### src/csc_pkg.sv
// Shared constants of the clock synthesizer configuration register bank.
// Assumes a single 100 MHz clock domain and a synchronous active high reset.
package csc_pkg;

    // ------------------------------------------------------------------
    // Register offsets.
    // ------------------------------------------------------------------
    localparam logic [7:0] OFS_FREQ          = 8'h00;
    localparam logic [7:0] OFS_CLK           = 8'h01;
    localparam logic [7:0] OFS_DIV           = 8'h02;

    // ------------------------------------------------------------------
    // Field positions.
    // ------------------------------------------------------------------
    localparam int         BIT_SW_SELECT     = 7;
    localparam int         BIT_SPREAD_EN     = 6;
    localparam int         BIT_SPREAD_TYPE   = 5;
    localparam int         BIT_TABLE_HI      = 4;
    localparam int         BIT_TABLE_LO      = 3;
    localparam int         BIT_FS_HI         = 2;
    localparam int         BIT_DRIVE_LO      = 4;
    localparam int         BIT_DIV_HI        = 6;

    // ------------------------------------------------------------------
    // Reset values and special codes.
    // ------------------------------------------------------------------
    localparam logic       RST_SW_SELECT     = 1'b0;
    localparam logic       RST_SPREAD_TYPE   = 1'b0;
    localparam logic [1:0] RST_TABLE         = 2'h0;
    localparam logic [3:0] RST_DRIVE         = 4'hF;
    localparam logic [3:0] RST_RUN           = 4'hF;
    localparam logic [6:0] RST_DIV           = 7'h00;
    localparam logic [2:0] FS_UNDECODED      = 3'h7;

    // ------------------------------------------------------------------
    // Serial port constants.
    // ------------------------------------------------------------------
    // Slave address value is arbitrary.
    localparam logic [6:0] DEV_ADDR          = 7'h2A;
    localparam logic [3:0] BITS_PER_BYTE     = 4'h8;
    // Edges after reset release at which the pin sampling chain is valid.
    localparam logic [1:0] CAPTURE_EDGE      = 2'h2;

    typedef enum logic [3:0]
    {
        ST_IDLE      = 4'h0,
        ST_ADDR      = 4'h1,
        ST_ADDR_ACK  = 4'h2,
        ST_CMD       = 4'h3,
        ST_CMD_ACK   = 4'h4,
        ST_WDATA     = 4'h5,
        ST_WDATA_ACK = 4'h6,
        ST_RDATA     = 4'h7,
        ST_RDATA_ACK = 4'h8
    } csc_state_type;

endpackage : csc_pkg

### src/csc_bus_sync.sv
// Two-wire line conditioner: synchroniser, clock edges, start and stop.
// Assumes raw line levels that are asynchronous to ref_clk.
`timescale 1ns/10ps
module csc_bus_sync
    import csc_pkg::*;
(
    // Clock and reset
    input  wire logic ref_clk,
    input  wire logic reset,
    // Raw lines
    input  wire logic sclIn,
    input  wire logic sdaIn,
    // Conditioned events
    output logic      sclRise,
    output logic      sclFall,
    output logic      startSeen,
    output logic      stopSeen,
    output logic      sdaBit
);

    logic [2:0] sclPipe;
    logic [2:0] sdaPipe;

    // ------------------------------------------------------------------
    // Synchroniser; stage 0 feeds only stage 1.
    // ------------------------------------------------------------------
    always_ff @(posedge ref_clk)
    begin
        if (reset)
        begin
            sclPipe <= 3'h7;
            sdaPipe <= 3'h7;
        end
        else
        begin
            sclPipe <= {sclPipe[1:0], sclIn};
            sdaPipe <= {sdaPipe[1:0], sdaIn};
        end
    end

    // ------------------------------------------------------------------
    // Line events.
    // ------------------------------------------------------------------
    assign sdaBit    = sdaPipe[1];
    assign sclRise   = sclPipe[1] & ~sclPipe[2];
    assign sclFall   = ~sclPipe[1] & sclPipe[2];
    assign startSeen = sclPipe[1] & sclPipe[2] & ~sdaPipe[1] & sdaPipe[2];
    assign stopSeen  = sclPipe[1] & sclPipe[2] & sdaPipe[1] & ~sdaPipe[2];

endmodule : csc_bus_sync

### src/csc_regs.sv
// Configuration register bank of a spread spectrum host clock synthesizer.
// Assumes a two-wire host on sclIn/sdaIn with an external pull-up resolving sda.
// Notes on behaviour
// - Software select set: register bits drive selection.
// - Software select clear: pins drive selection.
// - Frequency readback follows the selection in force.
// - Software select is zero after reset.
// - Spread enable captures pin, software may overwrite.
// - Spread type bit, zero down, one center.
// - Two spread table bits reset to zero.
// - Frequency code loads from pins at startup.
// - All-ones code not decoded under software select.
// - Drive strength bits, one high, reset high.
// - Run bits stop outputs immediately, reset running.
// - Seven-bit feedback value, resets to zero.
// - Fine enable picks divider or the frequency selection in force.
// - Serial slave drives data only for ack/data.
`timescale 1ns/10ps
module csc_regs
    import csc_pkg::*;
(
    // Clock and reset
    input  wire logic       ref_clk,
    input  wire logic       reset,
    // Serial port
    input  wire logic       sclIn,
    input  wire logic       sdaIn,
    output logic            sdaOut,
    output logic            sdaOutEnN,
    // Select pins
    input  wire logic [2:0] freqSelPin,
    input  wire logic       spreadEnPin,
    input  wire logic       fineFreqEnable,
    // Synthesizer controls
    output logic [2:0]      freqSelect,
    output logic            freqSelValid,
    output logic            spreadEnable,
    output logic            spreadType,
    output logic [1:0]      spreadTable,
    output logic            freqFromDivider,
    output logic [3:0]      outDrive,
    output logic [3:0]      outRun,
    output logic [6:0]      feedbackValue
);

    logic          sclRise;
    logic          sclFall;
    logic          startSeen;
    logic          stopSeen;
    logic          sdaBit;
    logic [3:0]    pinMeta;
    logic [3:0]    pinSync;
    logic [1:0]    capCnt;
    logic          capture;
    logic          swSelect;
    logic          spreadEnReg;
    logic          spreadTypeReg;
    logic [1:0]    spreadTableReg;
    logic [2:0]    fsCode;
    logic [3:0]    driveReg;
    logic [3:0]    runReg;
    logic [6:0]    divReg;
    csc_state_type state;
    logic [3:0]    bitCnt;
    logic [7:0]    shiftReg;
    logic [7:0]    pointer;
    logic          masterAck;
    logic          sdaLow;
    logic          regWrite;
    logic [7:0]    wrData;
    logic [7:0]    rdByte;
    logic [7:0]    nextByte;

    csc_bus_sync u_sync
    (
        .ref_clk   (ref_clk),
        .reset     (reset),
        .sclIn     (sclIn),
        .sdaIn     (sdaIn),
        .sclRise   (sclRise),
        .sclFall   (sclFall),
        .startSeen (startSeen),
        .stopSeen  (stopSeen),
        .sdaBit    (sdaBit)
    );

    // ------------------------------------------------------------------
    // Pin sampling and startup capture.
    // ------------------------------------------------------------------
    always_ff @(posedge ref_clk)
    begin
        if (reset)
        begin
            pinMeta <= 4'h0;
            pinSync <= 4'h0;
        end
        else
        begin
            pinMeta <= {spreadEnPin, freqSelPin};
            pinSync <= pinMeta;
        end
    end

    // Pins are caught only once the two-stage chain holds post-reset samples.
    always_ff @(posedge ref_clk)
    begin
        if (reset)
        begin
            capCnt <= 2'h0;
        end
        else if (capCnt != 2'h3)
        begin
            capCnt <= capCnt + 2'h1;
        end
    end

    assign capture = (capCnt == CAPTURE_EDGE);

    // ------------------------------------------------------------------
    // Register file.
    // ------------------------------------------------------------------
    always_ff @(posedge ref_clk)
    begin
        if (reset)
        begin
            swSelect       <= RST_SW_SELECT;
            spreadEnReg    <= 1'b0;
            spreadTypeReg  <= RST_SPREAD_TYPE;
            spreadTableReg <= RST_TABLE;
            fsCode         <= 3'h0;
        end
        else if (regWrite && pointer == OFS_FREQ)
        begin
            swSelect       <= wrData[BIT_SW_SELECT];
            spreadEnReg    <= wrData[BIT_SPREAD_EN];
            spreadTypeReg  <= wrData[BIT_SPREAD_TYPE];
            spreadTableReg <= wrData[BIT_TABLE_HI:BIT_TABLE_LO];
            fsCode         <= wrData[BIT_FS_HI:0];
        end
        else if (capture)
        begin
            spreadEnReg    <= pinSync[3];
            fsCode         <= pinSync[2:0];
        end
    end

    always_ff @(posedge ref_clk)
    begin
        if (reset)
        begin
            driveReg <= RST_DRIVE;
            runReg   <= RST_RUN;
        end
        else if (regWrite && pointer == OFS_CLK)
        begin
            driveReg <= wrData[7:BIT_DRIVE_LO];
            runReg   <= wrData[BIT_DRIVE_LO-1:0];
        end
    end

    always_ff @(posedge ref_clk)
    begin
        if (reset)
        begin
            divReg <= RST_DIV;
        end
        else if (regWrite && pointer == OFS_DIV)
        begin
            divReg <= wrData[BIT_DIV_HI:0];
        end
    end

    // ------------------------------------------------------------------
    // Selection in force.
    // ------------------------------------------------------------------
    // Run bits reach the outputs straight from their flops, so a clear stops a clock with no alignment.
    assign outRun   = runReg;
    assign outDrive = driveReg;

    always_ff @(posedge ref_clk)
    begin
        if (reset)
        begin
            freqSelect      <= 3'h0;
            freqSelValid    <= 1'b0;
            spreadEnable    <= 1'b0;
            spreadType      <= RST_SPREAD_TYPE;
            spreadTable     <= RST_TABLE;
            freqFromDivider <= 1'b0;
            feedbackValue   <= RST_DIV;
        end
        else
        begin
            spreadType      <= spreadTypeReg;
            spreadTable     <= spreadTableReg;
            freqFromDivider <= fineFreqEnable;
            feedbackValue   <= divReg;
            if (swSelect)
            begin
                freqSelect   <= fsCode;
                spreadEnable <= spreadEnReg;
                freqSelValid <= (fsCode != FS_UNDECODED);
            end
            else
            begin
                freqSelect   <= pinSync[2:0];
                spreadEnable <= pinSync[3];
                freqSelValid <= 1'b1;
            end
        end
    end

    // ------------------------------------------------------------------
    // Read data.
    // ------------------------------------------------------------------
    function automatic logic [7:0] read_byte(input logic [7:0] ofs);
        logic [7:0] value;
        value = 8'h00;
        case (ofs)
            OFS_FREQ:
            begin
                if (swSelect)
                    value = {1'b1, spreadEnReg, spreadTypeReg, spreadTableReg, fsCode};
                else
                    value = {1'b0, pinSync[3], spreadTypeReg, spreadTableReg, pinSync[2:0]};
            end
            OFS_CLK: value = {driveReg, runReg};
            OFS_DIV: value = {1'b0, divReg};
            default: value = 8'h00;
        endcase
        return value;
    endfunction : read_byte

    // A plain assign would not wake on register changes read inside the function.
    always_comb
    begin
        rdByte   = read_byte(pointer);
        nextByte = read_byte(pointer + 8'h01);
    end

    // ------------------------------------------------------------------
    // Serial slave.
    // ------------------------------------------------------------------
    // Only the low level is ever driven; the pull-up supplies the high level.
    assign sdaOut    = 1'b0;
    assign sdaOutEnN = ~sdaLow;

    always_ff @(posedge ref_clk)
    begin
        if (reset)
        begin
            state     <= ST_IDLE;
            bitCnt    <= 4'h0;
            shiftReg  <= 8'h00;
            pointer   <= OFS_FREQ;
            masterAck <= 1'b0;
            sdaLow    <= 1'b0;
            regWrite  <= 1'b0;
            wrData    <= 8'h00;
        end
        else
        begin
            regWrite <= 1'b0;
            if (startSeen)
            begin
                state  <= ST_ADDR;
                bitCnt <= 4'h0;
                sdaLow <= 1'b0;
            end
            else if (stopSeen)
            begin
                state  <= ST_IDLE;
                sdaLow <= 1'b0;
            end
            else
            begin
                case (state)
                    ST_IDLE:
                    begin
                        sdaLow <= 1'b0;
                    end
                    ST_ADDR, ST_CMD, ST_WDATA:
                    begin
                        if (sclRise && bitCnt != BITS_PER_BYTE)
                        begin
                            shiftReg <= {shiftReg[6:0], sdaBit};
                            bitCnt   <= bitCnt + 4'h1;
                        end
                        else if (sclFall && bitCnt == BITS_PER_BYTE)
                        begin
                            bitCnt <= 4'h0;
                            if (state == ST_ADDR)
                            begin
                                if (shiftReg[7:1] == DEV_ADDR)
                                begin
                                    masterAck <= shiftReg[0];
                                    sdaLow    <= 1'b1;
                                    state     <= ST_ADDR_ACK;
                                end
                                else
                                begin
                                    state <= ST_IDLE;
                                end
                            end
                            else if (state == ST_CMD)
                            begin
                                pointer <= shiftReg;
                                sdaLow  <= 1'b1;
                                state   <= ST_CMD_ACK;
                            end
                            else
                            begin
                                wrData   <= shiftReg;
                                regWrite <= 1'b1;
                                sdaLow   <= 1'b1;
                                state    <= ST_WDATA_ACK;
                            end
                        end
                    end
                    ST_ADDR_ACK:
                    begin
                        if (sclFall)
                        begin
                            if (masterAck)
                            begin
                                shiftReg <= rdByte;
                                sdaLow   <= ~rdByte[7];
                                state    <= ST_RDATA;
                            end
                            else
                            begin
                                sdaLow <= 1'b0;
                                state  <= ST_CMD;
                            end
                        end
                    end
                    ST_CMD_ACK, ST_WDATA_ACK:
                    begin
                        if (sclFall)
                        begin
                            sdaLow <= 1'b0;
                            state  <= ST_WDATA;
                            // Further bytes of a burst land at the following offsets.
                            if (state == ST_WDATA_ACK)
                                pointer <= pointer + 8'h01;
                        end
                    end
                    ST_RDATA:
                    begin
                        if (sclRise)
                        begin
                            bitCnt <= bitCnt + 4'h1;
                        end
                        else if (sclFall)
                        begin
                            if (bitCnt == BITS_PER_BYTE)
                            begin
                                sdaLow <= 1'b0;
                                bitCnt <= 4'h0;
                                state  <= ST_RDATA_ACK;
                            end
                            else
                            begin
                                shiftReg <= {shiftReg[6:0], 1'b0};
                                sdaLow   <= ~shiftReg[6];
                            end
                        end
                    end
                    ST_RDATA_ACK:
                    begin
                        if (sclRise)
                        begin
                            masterAck <= ~sdaBit;
                        end
                        else if (sclFall)
                        begin
                            if (masterAck)
                            begin
                                shiftReg <= nextByte;
                                sdaLow   <= ~nextByte[7];
                                pointer  <= pointer + 8'h01;
                                state    <= ST_RDATA;
                            end
                            else
                            begin
                                state <= ST_IDLE;
                            end
                        end
                    end
                    default:
                    begin
                        state  <= ST_IDLE;
                        sdaLow <= 1'b0;
                    end
                endcase
            end
        end
    end
endmodule : csc_regs

### config.mk
export PLATFORM = sky130hd
export DESIGN_NAME = csc_regs
export DESIGN_NICKNAME = d
export VERILOG_FILES = /design/src/csc_pkg.sv /design/src/csc_bus_sync.sv /design/src/csc_regs.sv
export SDC_FILE = /design/constraint.sdc
export NUM_CORES = 1
export LEC_CHECK = 0
export BUFFER_PORTS_ARGS = -buffer_cell sky130_fd_sc_hd__buf_2
export CELL_PAD_IN_SITES_DETAIL_PLACEMENT = 2
export CELL_PAD_IN_SITES_GLOBAL_PLACEMENT = 2
export CORE_AREA = 2 2 119 121
export DETAILED_ROUTE_END_ITERATION = 6
export DIE_AREA = 0 0 121 123
export PLACE_DENSITY = 0.71
export SYNTH_ARGS = -nofsm -noshare
export SYNTH_HDL_FRONTEND = slang
export SYNTH_SLANG_ARGS = --single-unit
### constraint.sdc
create_clock -name ref_clk -period 2.2 [get_ports ref_clk]
set_input_delay 0.22 -clock ref_clk [delete_from_list [all_inputs] [get_ports ref_clk]]
set_output_delay 0.22 -clock ref_clk [all_outputs]
set_load 0.02 [all_outputs]
Yosys cells after proc, flatten, opt, wreduce, memory -nomap -nowiden --
Index checks and enable logic that the tools add are counted.
Cells by class: reductions and logical operators 26, order comparisons 0, shift operators 0, muxes and demuxes 74, divide/modulo/power cells 0, add/sub/neg operators 3, bitwise gates (word level) 23, $mul 0, equality and inequality tests 51
Operators with widths (number):
- $mux 8 | 19
- $pmux 8 s3 | 3
- $mux 4 | 15
- $ne 2x2->1 const B | 20
- $ne 4x4->1 const B | 10
- $pmux 8 s4 | 1
- $reduce_and 10->1 | 3
- $mux 1 | 25
- $pmux 4 s6 | 1
- $reduce_and 12->1 | 2
- $ne 3x3->1 const B | 6
- $eq 4x3->1 const B | 4
- $eq 8x1->1 const B | 2
- $eq 8x2->1 const B | 2
- $logic_not 8->1 | 2
- $not 1->1 | 16
- $mux 3 | 5
- $add 8x1->8 const B | 1
- $eq 4x2->1 const B | 2
- $eq 4x4->1 const B | 2
- $pmux 4 s2 | 1
- $reduce_and 8->1 | 1
- $and 1x1->1 | 7
- $eq 7x6->1 const B | 1
- 17 further kinds | 26
Word-level totals: output and inout bits 26, ROM bits 0, flip-flop bits (word level) 90, bits in writable memories 0, bits in latches 0, logic and storage cells 206, memories kept 0, bits of input ports 9

Logic depth before layout (Yosys ltp) --
word-level depth 8, mapped depth 9, gate-level depth less buffers 8

Cells and area by module --
Synthesis repeated with hierarchy kept, for this count alone.
Second synthesis, totals: cells, all modules 528, area, all modules 4704.5 um^2
By module, submodules not included:
- csc_regs | cells an instance 512, seq. area each 1681.6 um^2, instances 1, area each 4514.3 um^2
- csc_bus_sync | cells an instance 16, seq. area each 120.1 um^2, instances 1, area each 190.2 um^2

Worst setup path before layout --
OpenSTA, ideal clock, no wires.
kind register -> register, start point reg pointer[0], end point reg shiftReg[4], setup slack 0.141 ns, data arrival time 1.990 ns, data required time 2.131 ns, cell stages (with the launch flop) 9, path buffers 1, period minus slack after synthesis 2.059 ns, setup time 0.069 ns, cells stage by stage dfxtp_1 > ha_1 > nand4_1 > a21oi_1 > o2111ai_1 > or2_1 > buf_2 > or4_1 > o21ai_1
On the way: longest elaborated chain between the ends 7, elaborated cells on any way between the ends 15, those cells by class 1 x add/sub; 4 x eq/ne; 8 x mux; 2 x reduce/logical
RTL lines:
- from (decl) | RTL line csc_regs.sv:66 | logic [7:0] pointer;
- from (signal assigned) | RTL line csc_regs.sv:307 | pointer <= shiftReg;
- from (signal assigned) | RTL line csc_regs.sv:345 | pointer <= pointer + 8'h01;
- from (signal assigned) | RTL line csc_regs.sv:381 | pointer <= pointer + 8'h01;
- $add 8x1->8 | RTL line csc_regs.sv:238 | nextByte = read_byte(pointer + 8'h01);
- $eq 8x2->1 (tied with other cells) | RTL line csc_regs.sv:219 | case (ofs)
- $pmux 8 s3 | RTL line csc_regs.sv:219
- $mux 8 | RTL line csc_regs.sv:377 | if (masterAck)
- $mux 8 | RTL line csc_regs.sv:375 | else if (sclFall)
- $mux 8 | RTL line csc_regs.sv:371 | if (sclRise)
- $pmux 8 s4 * | RTL line csc_regs.sv:277 | case (state)
- to (signal assigned) | RTL line csc_regs.sv:286 | shiftReg <= {shiftReg[6:0], sdaBit};
- to (signal assigned) | RTL line csc_regs.sv:364 | shiftReg <= {shiftReg[6:0], 1'b0};
- to (signal assigned) | RTL line csc_regs.sv:379 | shiftReg <= nextByte;
- to (decl) | RTL line csc_regs.sv:65 | logic [7:0] shiftReg;
Mark *: on every way between the ends. The rest lies on a longest branch, timed or not. The select of a mux whose other input is x is not followed. A chain may end at the register's enable or synchronous reset.

Worst setup path in the final report --
start point reg bitCnt[1], end point reg pointer[6]
On the way: longest elaborated chain between the ends 4, elaborated cells on any way between the ends 7, those cells by class 4 x eq/ne; 3 x reduce/logical
RTL lines:
- from (decl) | RTL line csc_regs.sv:64 | logic [3:0] bitCnt;
- from (signal assigned) | RTL line csc_regs.sv:287 | bitCnt <= bitCnt + 4'h1;
- from (signal assigned) | RTL line csc_regs.sv:352 | bitCnt <= bitCnt + 4'h1;
- $eq 4x4->1 / $ne 4x4->1 (equally long branches) | RTL line csc_regs.sv:289, csc_regs.sv:284
- $logic_and 1x1->1, on equally long branches | RTL line csc_regs.sv:289, csc_regs.sv:284
- $ne 2x2->1 (no line)
- $reduce_and 12->1 (no line) *
Mark *: on every way between the ends. The rest lies on a longest branch, timed or not.

==> qor.json <==
{
  "status": {"value": "finished clean"},
  "tritoncts": {"value": "done"},
  "report.final.slew_viol_count": {"value": 0},
  "insertion_delay": {"value": 0.35, "unit": "ns"},
  "fmax": {"value": 457, "unit": "MHz"},
  "first_pass_iteration_count_of_the_detailed_router": {"value": 7},
  "finalInstanceArea": {"value": 5560, "unit": "um2"},
  "category_of_the_critical_setup_timing_path": {"value": "flip-flop to flip-flop"},
  "routed_wire_length_per_instance": {"value": 20.7, "unit": "um"},
  "routed-via-count": {"value": 4175},
  "io_pins": {"value": 35},
  "synth_ff_type": {"value": "sky130_fd_sc_hd__dfxtp_1"},
  "routed_wirelength": {"value": 15.7, "unit": "mm"},
  "placed_cell_area": {"value": 5090, "unit": "um2"},
  "design.die.area": {"value": 14900, "unit": "um2"},
  "pre_cts_slack": {"value": -0.143, "unit": "ns"},
  "rsz0062_at_grt": {"value": "yes"},
  "drt_iter0_markers": {"value": 291},
  "remaining_drc_errors": {"value": 0},
  "vias_per_cell": {"value": 5.52},
  "io_buffer_count": {"value": 33},
  "cap_viol_max_count": {"value": 0},
  "vdd_drop_max": {"value": 0.395, "unit": "mV"},
  "synth_adder_area_share": {"value": 3.40, "unit": "%"},
  "synth.yosys.seq_area_share": {"value": 40.9, "unit": "%"},
  "cp-start-kind": {"value": "flip-flop"},
  "min_path_type": {"value": "input pin to flip-flop"},
  "synth-edff-count": {"value": 0},
  "timing.max_slew.rel_slack": {"value": 64.1, "unit": "%"},
  "p_leak": {"value": 0.00228, "unit": "uW"},
  "synth_async_sr_flop_share": {"value": 0, "unit": "%"},
  "gp_congestion": {"value": 0.912},
  "ctsHtreeMaxLevel": {"value": 3},
  "critPathCaptureType": {"value": "flip-flop"},
  "synth_cell_type_count": {"value": 72},
  "synth_top_family_by_area": {"value": "simple AND/OR/NAND/NOR gates"},
  "post-route-period-util": {"value": 99.6, "unit": "%"},
  "ys_warnings": {"value": 0},
  "clockBufferDepth": {"value": 2},
  "cp_max_fo": {"value": 5},
  "grt_antenna_before_repair": {"value": 0},
  "synthCells": {"value": 502},
  "clk_root_buffer_cell": {"value": "sky130_fd_sc_hd__clkbuf_16"},
  "final_hold_viol_count": {"value": 0},
  "track_usage": {"value": 21.7, "unit": "%"},
  "grt_max_degree": {"value": 39},
  "cts_hold_buffers": {"value": 0},
  "avgSynthCellArea": {"value": 8.79, "unit": "um2"},
  "area_growth_syn_to_layout": {"value": 26.1, "unit": "%"},
  "global_route_wire_length_before_repair": {"value": 24.9, "unit": "mm"},
  "arrival": {"value": 2.41, "unit": "ns"},
  "initial_core_util": {"value": 32.4, "unit": "%"},
  "synth.area.mux_share": {"value": 7.38, "unit": "%"},
  "ys_seq_elements": {"value": 90},
  "tritoncts.num_buffers": {"value": 9},
  "postRouteAntennaNets": {"value": 0},
  "post-route-min-period": {"value": 2.19, "unit": "ns"},
  "hpwlAfterDp": {"value": 11.0, "unit": "mm"},
  "final_setup_vio_count": {"value": 0},
  "synth-compound-area-share": {"value": 19.2, "unit": "%"},
  "worst-slew-pin-transition": {"value": 0.537, "unit": "ns"},
  "final.setup.worst_slack": {"value": 0.00977, "unit": "ns"},
  "power-per-cell-area": {"value": 636, "unit": "nW/um2"},
  "fin_worst_skew": {"value": 0.00952, "unit": "ns"},
  "layout_common_cells": {"value": "80 x sky130_fd_sc_hd__dfxtp_1, 57 x sky130_fd_sc_hd__buf_4, 47 x sky130_fd_sc_hd__nor2_1"},
  "fp.coreArea": {"value": 13600, "unit": "um2"},
  "first_global_vias": {"value": 4580},
  "worst_ep_required_time": {"value": 2.42, "unit": "ns"},
  "grt-ovfl-total": {"value": 0},
  "clk_pin_slew": {"value": 0.07, "unit": "ns"},
  "yosys.area_share.xor_xnor": {"value": 1.19, "unit": "%"},
  "synth_simple_gate_area_share": {"value": 22.7, "unit": "%"},
  "die_h": {"value": 123, "unit": "um"},
  "tns": {"value": 0, "unit": "ns"},
  "cts.sinks": {"value": 90},
  "die_width": {"value": 121, "unit": "um"},
  "post_route_cells_drive_above_1_share": {"value": 26.7, "unit": "%"},
  "mostFrequentLayoutCell": {"value": "sky130_fd_sc_hd__dfxtp_1"},
  "insertedDiodeCount": {"value": 0},
  "nets": {"value": 593},
  "total_number_of_placement_rows": {"value": 43},
  "synth_fp_nets": {"value": 523},
  "synthesis.area": {"value": 4410, "unit": "um2"}
}
-- Yosys cell counts, types with 7 or more instances --
cell type | instances | share of area (%)
sky130_fd_sc_hd__a222oi_1 | 14 | 3.2
sky130_fd_sc_hd__o21ai_0 | 9 | 1.0
sky130_fd_sc_hd__clkbuf_1 | 20 | 1.7
sky130_fd_sc_hd__buf_2 | 10 | 1.1
sky130_fd_sc_hd__a21oi_1 | 23 | 2.6
sky130_fd_sc_hd__and2_1 | 9 | 1.3
sky130_fd_sc_hd__mux2i_1 | 28 | 6.4
sky130_fd_sc_hd__nor2_1 | 48 | 4.1
sky130_fd_sc_hd__nand3_1 | 21 | 2.4
sky130_fd_sc_hd__a211oi_1 | 9 | 1.5
sky130_fd_sc_hd__or2_2 | 7 | 0.99
sky130_fd_sc_hd__inv_1 | 19 | 1.6
sky130_fd_sc_hd__nand2_1 | 36 | 3.1
sky130_fd_sc_hd__ha_1 | 12 | 3.4
sky130_fd_sc_hd__dfxtp_1 | 90 | 41
sky130_fd_sc_hd__nor3_1 | 11 | 1.2
sky130_fd_sc_hd__o21ai_1 | 7 | 0.79
sky130_fd_sc_hd__nor2b_1 | 23 | 3.3
-- report_power, final --
part	internal (uW)	total [uW]	switching [uW]	leakage, uW
registers	1660	1690	27.5	0.000736
clock network	914	1600	691	0.000142
logic	100	243	143	0.00140
-- final cells by class --
class | instances | area (um2)
fill | 1501 | 8050
multi-input combinational | 358 | 2490
inverter | 19 | 71.3
clock inverter | 5 | 62.6
sequential | 90 | 1820
clock buffer | 10 | 239
tap | 180 | 225
timing repair buffer | 94 | 656
-- path summary, 6_finish.rpt --
kind | slack (ns) | depth (start not counted) | startpoint | end
worst max-delay path | 0.01 | 9 | bitCnt[1] | pointer[6]
worst min-delay path | 0.06 | 2 | sclIn | u_sync.sclPipe[0]
worst max register to register | 0.01 | 9 | bitCnt[1] | pointer[6]
worst min register to register | 0.42 | 1 | u_sync.sclPipe[0] | u_sync.sclPipe[1]
-- routing by layer --
metal	share of wire [%]	wire, um	GRT usage (%)	up-vias
li1	-	-	-	1953
met1	44	6860	27.1	2120
met2	51	7970	37.7	82
met3	3.2	498	3.04	20
met4	2.1	327	8.28	0
met5	0	0	0	-
-- kinds of logic after synthesis --
kind of cell / count (synthesis)
AND/OR/NAND/NOR: 192
AO/OA/AOI/OAI: 115
flip-flops: 90
buffers and inverters: 54
multiplexers: 32
adder cells (fa/ha/maj): 12
XOR/XNOR: 6
other: 1
-- stage by stage --
step	util, %	std cells	hold WS (ns)	power, uW
floorplan	-	502	0.324	1870
global placement	37.4	736	0.400	1950
detailed placement	37.4	736	0.407	1960
CTS	39.9	753	0.0483	3560
global route	40.8	756	0.0576	3670
finish	40.8	756	0.0557	3540
-- worst max-delay path, stage by stage, from the launching register on --
cell	delay, ns
sky130_fd_sc_hd__dfxtp_2	0.34
sky130_fd_sc_hd__inv_1	0.07
sky130_fd_sc_hd__ha_2	0.18
sky130_fd_sc_hd__and3b_2	0.28
sky130_fd_sc_hd__nand3_2	0.12
sky130_fd_sc_hd__a2111o_2	0.57
sky130_fd_sc_hd__buf_6	0.15
sky130_fd_sc_hd__a21o_1	0.15
sky130_fd_sc_hd__a21oi_2	0.14
sky130_fd_sc_hd__nor2_1	0.06
-- repair_timing --
item                                    CTS  global route
endpoints found under the setup margin   11            21
pin swaps                                 1             3
resized for setup                         6            30
buffers inserted                          2             3
-- flip-flops by register name, indices dropped and copies added (netlist names), 4 cells and up --
signal,cells
pointer,8
state,4
pinSync,4
pinMeta,4
bitCnt,4
divReg,7
outRun,4
wrData,8
shiftReg,8
outDrive,4
feedbackValue,7
(Power assumes the default switching activity.)
